## src/common/hcad_pkg.sv

```systemverilog
package hcad_pkg;
  // core widths
  localparam int INSN_W    = 12;
  localparam int DATA_W    = 8;
  localparam int FADDR_W   = 5;
  localparam int PC_W      = 9;
  localparam int RAM_DEPTH = 32;
  localparam int NIB_MSB   = 3;

  // reset values
  localparam logic [PC_W-1:0]   PC_RESET       = 9'h000;
  localparam logic [INSN_W-1:0] INSN_NOP       = 12'h000;
  localparam logic [DATA_W-1:0] DATA_RESET     = 8'h00;
  localparam logic              CTRL_RUN_RESET = 1'b1;

  // file register map
  localparam logic [FADDR_W-1:0] SFR_INDF   = 5'h00;
  localparam logic [FADDR_W-1:0] SFR_PCL    = 5'h02;
  localparam logic [FADDR_W-1:0] SFR_STATUS = 5'h03;
  localparam logic [FADDR_W-1:0] SFR_FSR    = 5'h04;
  localparam logic [FADDR_W-1:0] GPR_BASE   = 5'h07;

  // status bit positions
  localparam int ST_C  = 0;
  localparam int ST_DC = 1;
  localparam int ST_Z  = 2;

  // host register map
  localparam int               HOST_ADDR_W = 3;
  localparam logic [HOST_ADDR_W-1:0] HOST_CTRL   = 3'h0;
  localparam logic [HOST_ADDR_W-1:0] HOST_W      = 3'h1;
  localparam logic [HOST_ADDR_W-1:0] HOST_STATUS = 3'h2;
  localparam logic [HOST_ADDR_W-1:0] HOST_PC_LO  = 3'h3;
  localparam logic [HOST_ADDR_W-1:0] HOST_PC_HI  = 3'h4;
  localparam int               CTRL_RUN    = 0;

  typedef enum logic [3:0] {
    OP_MISC, OP_ADDWF, OP_SUBWF, OP_ANDWF, OP_IORWF, OP_XORWF, OP_RLF, OP_RRF,
    OP_MOVF, OP_MOVWF, OP_COMF, OP_GOTO, OP_MOVLW, OP_ANDLW, OP_IORLW, OP_XORLW
  } hcad_op_type;

  typedef enum logic [3:0] {
    ALU_ADD, ALU_SUB, ALU_AND, ALU_IOR, ALU_XOR, ALU_RL, ALU_RR, ALU_PASS, ALU_COM
  } hcad_alu_op_type;

  typedef struct packed {
    hcad_op_type        op;
    logic               rsvd;
    logic               src_w;
    logic               dest_f;
    logic [FADDR_W-1:0] faddr;
  } hcad_insn_type;

  typedef struct packed {
    logic [DATA_W-1:0] res;
    logic              carry;
    logic              nib;
    logic              zero;
  } hcad_alu_out_type;

  typedef struct packed {
    logic                   wr;
    logic                   rd;
    logic [HOST_ADDR_W-1:0] addr;
    logic [DATA_W-1:0]      wdata;
  } hcad_host_req_type;
endpackage : hcad_pkg

```

## src/verilog/hcad_core.sv

```systemverilog
// Contract
// [RL1] separate program and data buses
// [RL2] 12-bit instruction word fetched per cycle
// [RL3] two-stage fetch/execute pipeline
// [RL4] one cycle each, branches take two
// [RL5] 8-bit add, subtract, shift, logic ALU
// [RL6] arithmetic in two's complement
// [RL7] two operands: W with file or literal
// [RL8] single operand: W or file register
// [RL9] W feeds ALU, has no file address
// [RL10] ALU updates carry, nibble carry, zero
// [RL11] subtract carries are inverted borrows
// [RL12] SFRs and PC mapped, direct and indirect
// [RL13] zero on all-zero result, nibble carry
//
// Local design decisions: strobed register access and the register offsets.
`timescale 1ns/1ps
module hcad_core
  import hcad_pkg::*;
#(
  parameter int RAM_WORDS = RAM_DEPTH
)
(
  input  wire logic              clk,
  input  wire logic              rst,
  output logic      [PC_W-1:0]   prog_addr,
  input  wire logic [INSN_W-1:0] prog_data,
  input  wire hcad_host_req_type host_req,
  output logic      [DATA_W-1:0] host_rdata
);
  logic [PC_W-1:0]    pc;
  logic [INSN_W-1:0]  ir;
  logic               ir_valid;
  logic [DATA_W-1:0]  w;
  logic [DATA_W-1:0]  fsr;
  logic               carry_flag;
  logic               nibble_carry_flag;
  logic               zero_flag;
  logic               run;

  hcad_insn_type      insn;
  logic [DATA_W-1:0]  lit;
  logic               exec;
  logic [FADDR_W-1:0] eff_faddr;
  logic [DATA_W-1:0]  ram_q;
  logic [DATA_W-1:0]  file_val;
  logic [DATA_W-1:0]  operand_b;
  logic [DATA_W-1:0]  status_view;
  hcad_alu_op_type    alu_op;
  hcad_alu_out_type   alu_out;
  logic               wr_file;
  logic               wr_w;
  logic               upd_z;
  logic               upd_c;
  logic               upd_dc;
  logic               jump;
  logic               pcl_write;
  logic               branch_now;
  logic [PC_W-1:0]    next_pc;
  logic               ram_we;

  assign prog_addr = pc;
  assign insn      = hcad_insn_type'(ir);
  assign lit       = ir[DATA_W-1:0];
  assign exec      = run && ir_valid;

  // indirect access through the pointer register
  assign eff_faddr = (insn.faddr == SFR_INDF) ? fsr[FADDR_W-1:0] : insn.faddr;  // RL12

  // status as seen by file reads and the host
  always_comb begin
    status_view        = DATA_RESET;
    status_view[ST_C]  = carry_flag;
    status_view[ST_DC] = nibble_carry_flag;
    status_view[ST_Z]  = zero_flag;
  end

  // file read mux: specials, then general purpose RAM
  always_comb begin
    case (eff_faddr)
      SFR_PCL:    file_val = pc[DATA_W-1:0];  // RL12
      SFR_STATUS: file_val = status_view;     // RL12
      SFR_FSR:    file_val = fsr;             // RL12
      default:    file_val = (eff_faddr >= GPR_BASE) ? ram_q : DATA_RESET;
    endcase
  end

  // decode: operand select, ALU op, destination, flag set
  always_comb begin
    alu_op    = ALU_PASS;
    operand_b = file_val;
    wr_file   = 1'b0;
    wr_w      = 1'b0;
    upd_z     = 1'b0;
    upd_c     = 1'b0;
    upd_dc    = 1'b0;
    jump      = 1'b0;
    case (insn.op)
      OP_ADDWF, OP_SUBWF: begin
        alu_op  = (insn.op == OP_ADDWF) ? ALU_ADD : ALU_SUB;  // RL5 RL6
        wr_file = insn.dest_f;
        wr_w    = !insn.dest_f;
        upd_z   = 1'b1;  // RL10
        upd_c   = 1'b1;
        upd_dc  = 1'b1;
      end
      OP_ANDWF, OP_IORWF, OP_XORWF: begin
        alu_op  = (insn.op == OP_ANDWF) ? ALU_AND :
                  (insn.op == OP_IORWF) ? ALU_IOR : ALU_XOR;  // RL7
        wr_file = insn.dest_f;
        wr_w    = !insn.dest_f;
        upd_z   = 1'b1;
      end
      OP_RLF, OP_RRF: begin
        alu_op    = (insn.op == OP_RLF) ? ALU_RL : ALU_RR;  // RL5
        operand_b = insn.src_w ? w : file_val;  // RL8
        wr_file   = insn.dest_f;
        wr_w      = !insn.dest_f;
        upd_c     = 1'b1;
      end
      OP_MOVF, OP_COMF: begin
        alu_op    = (insn.op == OP_COMF) ? ALU_COM : ALU_PASS;
        operand_b = insn.src_w ? w : file_val;  // RL8
        wr_file   = insn.dest_f;
        wr_w      = !insn.dest_f;
        upd_z     = 1'b1;
      end
      OP_MOVWF: begin
        operand_b = w;  // RL9
        wr_file   = 1'b1;
      end
      OP_GOTO: begin
        jump = 1'b1;
      end
      OP_MOVLW: begin
        operand_b = lit;  // RL7
        wr_w      = 1'b1;
      end
      OP_ANDLW, OP_IORLW, OP_XORLW: begin
        alu_op    = (insn.op == OP_ANDLW) ? ALU_AND :
                    (insn.op == OP_IORLW) ? ALU_IOR : ALU_XOR;
        operand_b = lit;  // RL7
        wr_w      = 1'b1;
        upd_z     = 1'b1;
      end
      default: begin
        jump = 1'b0;  // nop and reserved codes
      end
    endcase
  end

  hcad_alu u_alu (
    .op  (alu_op),
    .a   (w),
    .b   (operand_b),
    .cin (carry_flag),
    .y   (alu_out)
  );

  // data memory has its own port, apart from the program bus
  assign ram_we = exec && wr_file && (eff_faddr >= GPR_BASE);  // RL1

  hcad_ram #(
    .DEPTH (RAM_WORDS)
  ) u_ram (
    .clk   (clk),
    .we    (ram_we),
    .addr  (eff_faddr),
    .wdata (alu_out.res),
    .rdata (ram_q)
  );

  // a write to the PC low byte is a branch; upper PC bits clear
  assign pcl_write  = wr_file && (eff_faddr == SFR_PCL);  // RL12
  assign branch_now = exec && (jump || pcl_write);
  assign next_pc    = jump ? PC_W'(lit) : PC_W'(alu_out.res);

  // fetch side: PC walks one word per cycle unless halted or branching
  always_ff @(posedge clk) begin
    if (rst) begin
      pc <= PC_RESET;
    end else if (run) begin
      pc <= branch_now ? next_pc : pc + PC_W'(1);  // RL3
    end
  end

  // pipeline register; a branch kills the word already fetched
  always_ff @(posedge clk) begin
    if (rst) begin
      ir       <= INSN_NOP;
      ir_valid <= 1'b0;
    end else if (run) begin
      ir       <= prog_data;    // RL2
      ir_valid <= !branch_now;  // RL4
    end
  end

  // working register: only reached through the ALU result
  always_ff @(posedge clk) begin
    if (rst) begin
      w <= DATA_RESET;
    end else if (exec && wr_w) begin
      w <= alu_out.res;  // RL9
    end
  end

  // indirect pointer
  always_ff @(posedge clk) begin
    if (rst) begin
      fsr <= DATA_RESET;
    end else if (exec && wr_file && (eff_faddr == SFR_FSR)) begin
      fsr <= alu_out.res;
    end
  end

  // flags: ALU update wins over a plain write of the status file
  always_ff @(posedge clk) begin
    if (rst) begin
      carry_flag        <= 1'b0;
      nibble_carry_flag <= 1'b0;
      zero_flag         <= 1'b0;
    end else if (exec) begin
      if (wr_file && (eff_faddr == SFR_STATUS)) begin
        carry_flag        <= alu_out.res[ST_C];
        nibble_carry_flag <= alu_out.res[ST_DC];
        zero_flag         <= alu_out.res[ST_Z];
      end
      if (upd_c) begin
        carry_flag <= alu_out.carry;  // RL10 RL11
      end
      if (upd_dc) begin
        nibble_carry_flag <= alu_out.nib;  // RL11 RL13
      end
      if (upd_z) begin
        zero_flag <= alu_out.zero;  // RL13
      end
    end
  end

  // host control: run bit freezes fetch and execute together
  always_ff @(posedge clk) begin
    if (rst) begin
      run <= CTRL_RUN_RESET;
    end else if (host_req.wr && (host_req.addr == HOST_CTRL)) begin
      run <= host_req.wdata[CTRL_RUN];
    end
  end

  // host read data stands for exactly the cycle after the strobe
  always_ff @(posedge clk) begin
    if (rst) begin
      host_rdata <= DATA_RESET;
    end else if (host_req.rd) begin
      case (host_req.addr)
        HOST_CTRL:   host_rdata <= DATA_W'(run);
        HOST_W:      host_rdata <= w;  // RL9
        HOST_STATUS: host_rdata <= status_view;
        HOST_PC_LO:  host_rdata <= pc[DATA_W-1:0];
        HOST_PC_HI:  host_rdata <= DATA_W'(pc[PC_W-1:DATA_W]);
        default:     host_rdata <= DATA_RESET;
      endcase
    end else begin
      host_rdata <= DATA_RESET;
    end
  end

  // helper values for the checks below
  logic [DATA_W:0]    chk_sum;
  logic [NIB_MSB+1:0] chk_nib;
  assign chk_sum = {1'b0, file_val} + {1'b0, w};
  assign chk_nib = {1'b0, file_val[NIB_MSB:0]} + {1'b0, w[NIB_MSB:0]};

  // reset is released by a register at an edge; checks skip that edge as well
  logic chk_rst_q;
  always_ff @(posedge clk) begin
    chk_rst_q <= rst;
  end
endmodule : hcad_core

```

## src/verilog/hcad_alu.sv

```systemverilog
`timescale 1ns/1ps
module hcad_alu
  import hcad_pkg::*;
(
  input  wire hcad_alu_op_type  op,
  input  wire logic [DATA_W-1:0] a,
  input  wire logic [DATA_W-1:0] b,
  input  wire logic              cin,
  output hcad_alu_out_type       y
);
  logic [DATA_W:0]  full;
  logic [NIB_MSB+1:0] low;

  // a is always the working register, b the file, the literal or W
  always_comb begin
    full = '0;
    low  = '0;
    case (op)
      ALU_ADD: begin
        full = {1'b0, a} + {1'b0, b};
        low  = {1'b0, a[NIB_MSB:0]} + {1'b0, b[NIB_MSB:0]};
      end
      ALU_SUB: begin
        // b - a as b + ~a + 1: carry out is the inverted borrow
        full = {1'b0, b} + {1'b0, ~a} + (DATA_W+1)'(1);
        low  = {1'b0, b[NIB_MSB:0]} + {1'b0, ~a[NIB_MSB:0]} + (NIB_MSB+2)'(1);
      end
      ALU_AND:  full = {1'b0, a & b};
      ALU_IOR:  full = {1'b0, a | b};
      ALU_XOR:  full = {1'b0, a ^ b};
      ALU_RL:   full = {b, cin};
      ALU_RR:   full = {b[0], cin, b[DATA_W-1:1]};
      ALU_COM:  full = {1'b0, ~b};
      ALU_PASS: full = {1'b0, b};
      default:  full = {1'b0, b};
    endcase
    y.res   = full[DATA_W-1:0];
    y.carry = full[DATA_W];
    y.nib   = low[NIB_MSB+1];
    y.zero  = (full[DATA_W-1:0] == DATA_RESET);
  end
endmodule : hcad_alu

```

## src/verilog/hcad_ram.sv

```systemverilog
`timescale 1ns/1ps
module hcad_ram
  import hcad_pkg::*;
#(
  parameter int DEPTH = RAM_DEPTH
)
(
  input  wire logic               clk,
  input  wire logic               we,
  input  wire logic [FADDR_W-1:0] addr,
  input  wire logic [DATA_W-1:0]  wdata,
  output logic      [DATA_W-1:0]  rdata
);
  logic [DATA_W-1:0] mem [DEPTH];

  // no reset: contents are undefined until software writes them
  always_ff @(posedge clk) begin
    if (we) begin
      mem[addr] <= wdata;
    end
  end

  // read is combinational so an operand is ready in its execute cycle
  assign rdata = mem[addr];
endmodule : hcad_ram

```

## config.mk

```make
export PLATFORM = sky130hd
export DESIGN_NAME = hcad_core
export DESIGN_NICKNAME = d
export VERILOG_FILES = /design/src/common/hcad_pkg.sv /design/src/verilog/hcad_core.sv /design/src/verilog/hcad_alu.sv /design/src/verilog/hcad_ram.sv
export SDC_FILE = /design/constraint.sdc
export NUM_CORES = 1
export LEC_CHECK = 0
export ABC_AREA = 1
export BUFFER_PORTS_ARGS = -buffer_cell sky130_fd_sc_hd__buf_2
export CORE_UTILIZATION = 35
export CTS_CLUSTER_DIAMETER = 60
export DETAILED_ROUTE_END_ITERATION = 10
export PLACE_DENSITY = 0.53
export SYNTH_ARGS = -nofsm -noshare
export SYNTH_HDL_FRONTEND = slang
export SYNTH_SLANG_ARGS = --single-unit
```

## constraint.sdc

```tcl
create_clock -name clk -period 8.2 [get_ports clk]
set_input_delay 0.41 -clock clk [delete_from_list [all_inputs] [get_ports clk]]
set_output_delay 0.41 -clock clk [all_outputs]
set_load 0.01 [all_outputs]
```

==> results.toml <==
[grt]
antenna_found_initial = 0
grt_pass1_vias = 11413
grt.total_usage_pct = 19.6
gr-total-overflow = 0
grt_pass1_wl_mm = 66.6
grt_max_degree = 68

[cells_and_area]
final_core_util_pct = 40.5
drive_gt1_share_pct = 7.50
num_antenna_cells = 0
fill_cells = 4515
nets = 2007
syn2layout_area_growth_pct = 14.2
final_common_cell = "nand2_1"
final_cell_mix = "630 x nand2_1, 302 x inv_1, 256 x edfxtp_1"

[die]
rows = 77
die_area_um2 = 45600
initial_core_util_pct = 35.5
die_width_um = 213
ios = 44
core_area_um2 = 44100
die_h_um = 213

[placed_design]
routabilityCongestion = 0.947
port_buffers = 36
dp_hpwl_mm = 28.3

[timing]
max_slew_margin_pct = 17.6
final-hold-violation-count = 0
skew_ns = 0.0313
rsz0062_at_grt = "no"
fin_crit_ns = 6.35
finalMaxSlewViolations = 0
setup_viol = 0
min_period_over_period_pct = 77.4
worst_pin_slew_ns = 1.23
tns_ns = 0
timing.fmax_mhz = 157

[synth]
ys_ff_latch = 306
yosys-top-cells-area = "edfxtp_1 49%, nand2_1 15%, inv_1 7.2%"
yosysSeqAreaShare_pct = 55.5
avgSynthCellArea_um2 = 8.41
syn_area_um2 = 15700
yosysWarnings = 0
synth_top_area_share_pct = 49.1
yosysTopAreaCell = "edfxtp_1"
synth.distinct_cells = 46
syn-instance-count = 1861

[detailed_routing]
highest_layer = "met4"
drt_iter0_drc = 834
vias_per_cell = 4.73
route.met3.wl_mm = 1.87
dr_wl_met2_mm = 20.5
wire_per_inst_um = 17.0
ant_nets = 0
drc_errors = 0
vias = 12130
wl_met1_mm = 20.0
totalWireLength_mm = 43.6
drt_pass1_iterations = 6

[cts]
root_buffer = "clkbuf_16"
cts_buffer_depth = 3
cts_tree = "built"
hold_buffers = 0
clkSinkCount = 306
clkTransAtPathRegs_ns = 0.06
cts_setup_buffers = 0
cts_resized = 0
cts.htree.levels = 2
cts_buffers = 38
clk_latency_ns = 0.56

[power_and_ir_drop]
ir_worst_vdd_uv = 161
p_total_mw = 4.25
power.density_nw_per_um2 = 238
p_leak_nw = 8.02

[worst_setup_path]
worstPathRequired_ns = 8.58
crit_fanout = 31
cp_common_cell = "nand2_1"
crit_type = "flip-flop to flip-flop"
cp_slowest_cell = "inv_1"
end_kind = "flip-flop"
cp-start-kind = "flip-flop"
max_stage_delay_ns = 0.64
arrival_ns = 6.73

[outcome]
status = "finished clean"

[run]
cap_violations = 0

[worst_hold_path]
worstHoldPathType = "primary input to flip-flop"
==> per-layer routing <==
| layer | vias to the layer above | global-route usage [%] |
|---|---|---|
| met5 | - | 0 |
| met4 | 0 | 7.24 |
| met3 | 72 | 2.61 |
| met2 | 246 | 32.3 |
| met1 | 5702 | 26.3 |
| li1 | 6110 | - |
==> power breakdown <==
group	leakage (nW)	internal, mW	switching, mW
clock	0.564	0.921	0.656
sequential	2.78	1.87	0.0313
combinational	4.67	0.191	0.577
==> per-stage QoR <==
step | std cells | hold WS (ns) | area, µm² | worst slack, ns
after floorplan | 1916 | 0.454 | 15900 | 3.99
after global placement | 2505 | 0.491 | 16700 | 1.97
after detailed placement | 2505 | 0.492 | 16700 | 1.89
after CTS | 2566 | 0.0766 | 17900 | 1.86
after global routing | 2566 | 0.108 | 17900 | 1.15
final | 2566 | 0.0993 | 17900 | 1.85
==> critical path, delay by kind of cell, from the launching register on <==
family                     cells  cell delay (ns)
AOI/OAI and AO/OA              4             0.71
buffers and inverters          7             2.16
and+or+nand+nor               23             2.47
adders and majority gates      2             0.40
DFF                            1             0.39
==> area by class of cell <==
class | count | area, µm² | area share [%]
clock buffers | 45 | 981 | 5.49
clock inverters | 16 | 168 | 0.938
inverters | 311 | 1170 | 6.55
multi-input cells | 1243 | 5790 | 32.4
flip-flops and latches | 306 | 8690 | 48.6
well taps | 592 | 741 | 4.15
repair buffers | 53 | 333 | 1.86
==> synth_stat cells, drive strengths merged <==
| library cell | number |
|---|---|
| edfxtp | 256 |
| nor4 | 3 |
| a31oi | 7 |
| a22oi | 6 |
| or2 | 4 |
| nor2 | 150 |
| nand3 | 58 |
| o2111ai | 3 |
| fa | 2 |
| a21o | 1 |
| nor3 | 10 |
| buf | 33 |
| xor2 | 2 |
| o22ai | 12 |
| a221oi | 3 |
| nand3b | 31 |
| inv | 311 |
| o21ai | 137 |
| o211ai | 8 |
| nand4 | 7 |
| ha | 25 |
| dfxtp | 50 |
| a31o | 1 |
| conb | 1 |
| a311oi | 1 |
| nor3b | 1 |
| a21oi | 69 |
| nand2 | 640 |
| a211oi | 4 |
| clkbuf | 23 |
| o211a | 2 |
==> logic make-up (layout without fill, tap and decap cells) <==
family          count (synthesis)  after routing  share of synthesized area (%)
xor+xnor                        2              2                          0.112
buf+inv                       367            425                           9.03
simple gates                  904            904                           24.1
fa+ha+maj                      27             27                           2.25
compound gates                254            254                           9.02
other cells                     1             56                         0.0240
flops                         306            306                           55.5
==> final timing paths <==
| check | from | endpoint | slack, ns | cells after the start |
|---|---|---|---|---|
| max reg2reg | insn[0] | u_ram.mem[1][6] | 1.85 | 36 |
| max | insn[0] | u_ram.mem[1][6] | 1.85 | 36 |
| min | prog_data[10] | insn[10] | 0.1 | 3 |
| min reg2reg | fsr[7] | fsr[7] | 0.51 | 2 |
==> flip-flops by register name, summed over array words and instances, names as in the netlist <==
register           count
carry_flag             1
fsr                    8
host_rdata             8
insn                  12
ir_valid               1
nibble_carry_flag      1
prog_addr              9
run                    1
u_ram.mem            256
w                      8
zero_flag              1
(Power assumes the default switching activity.)
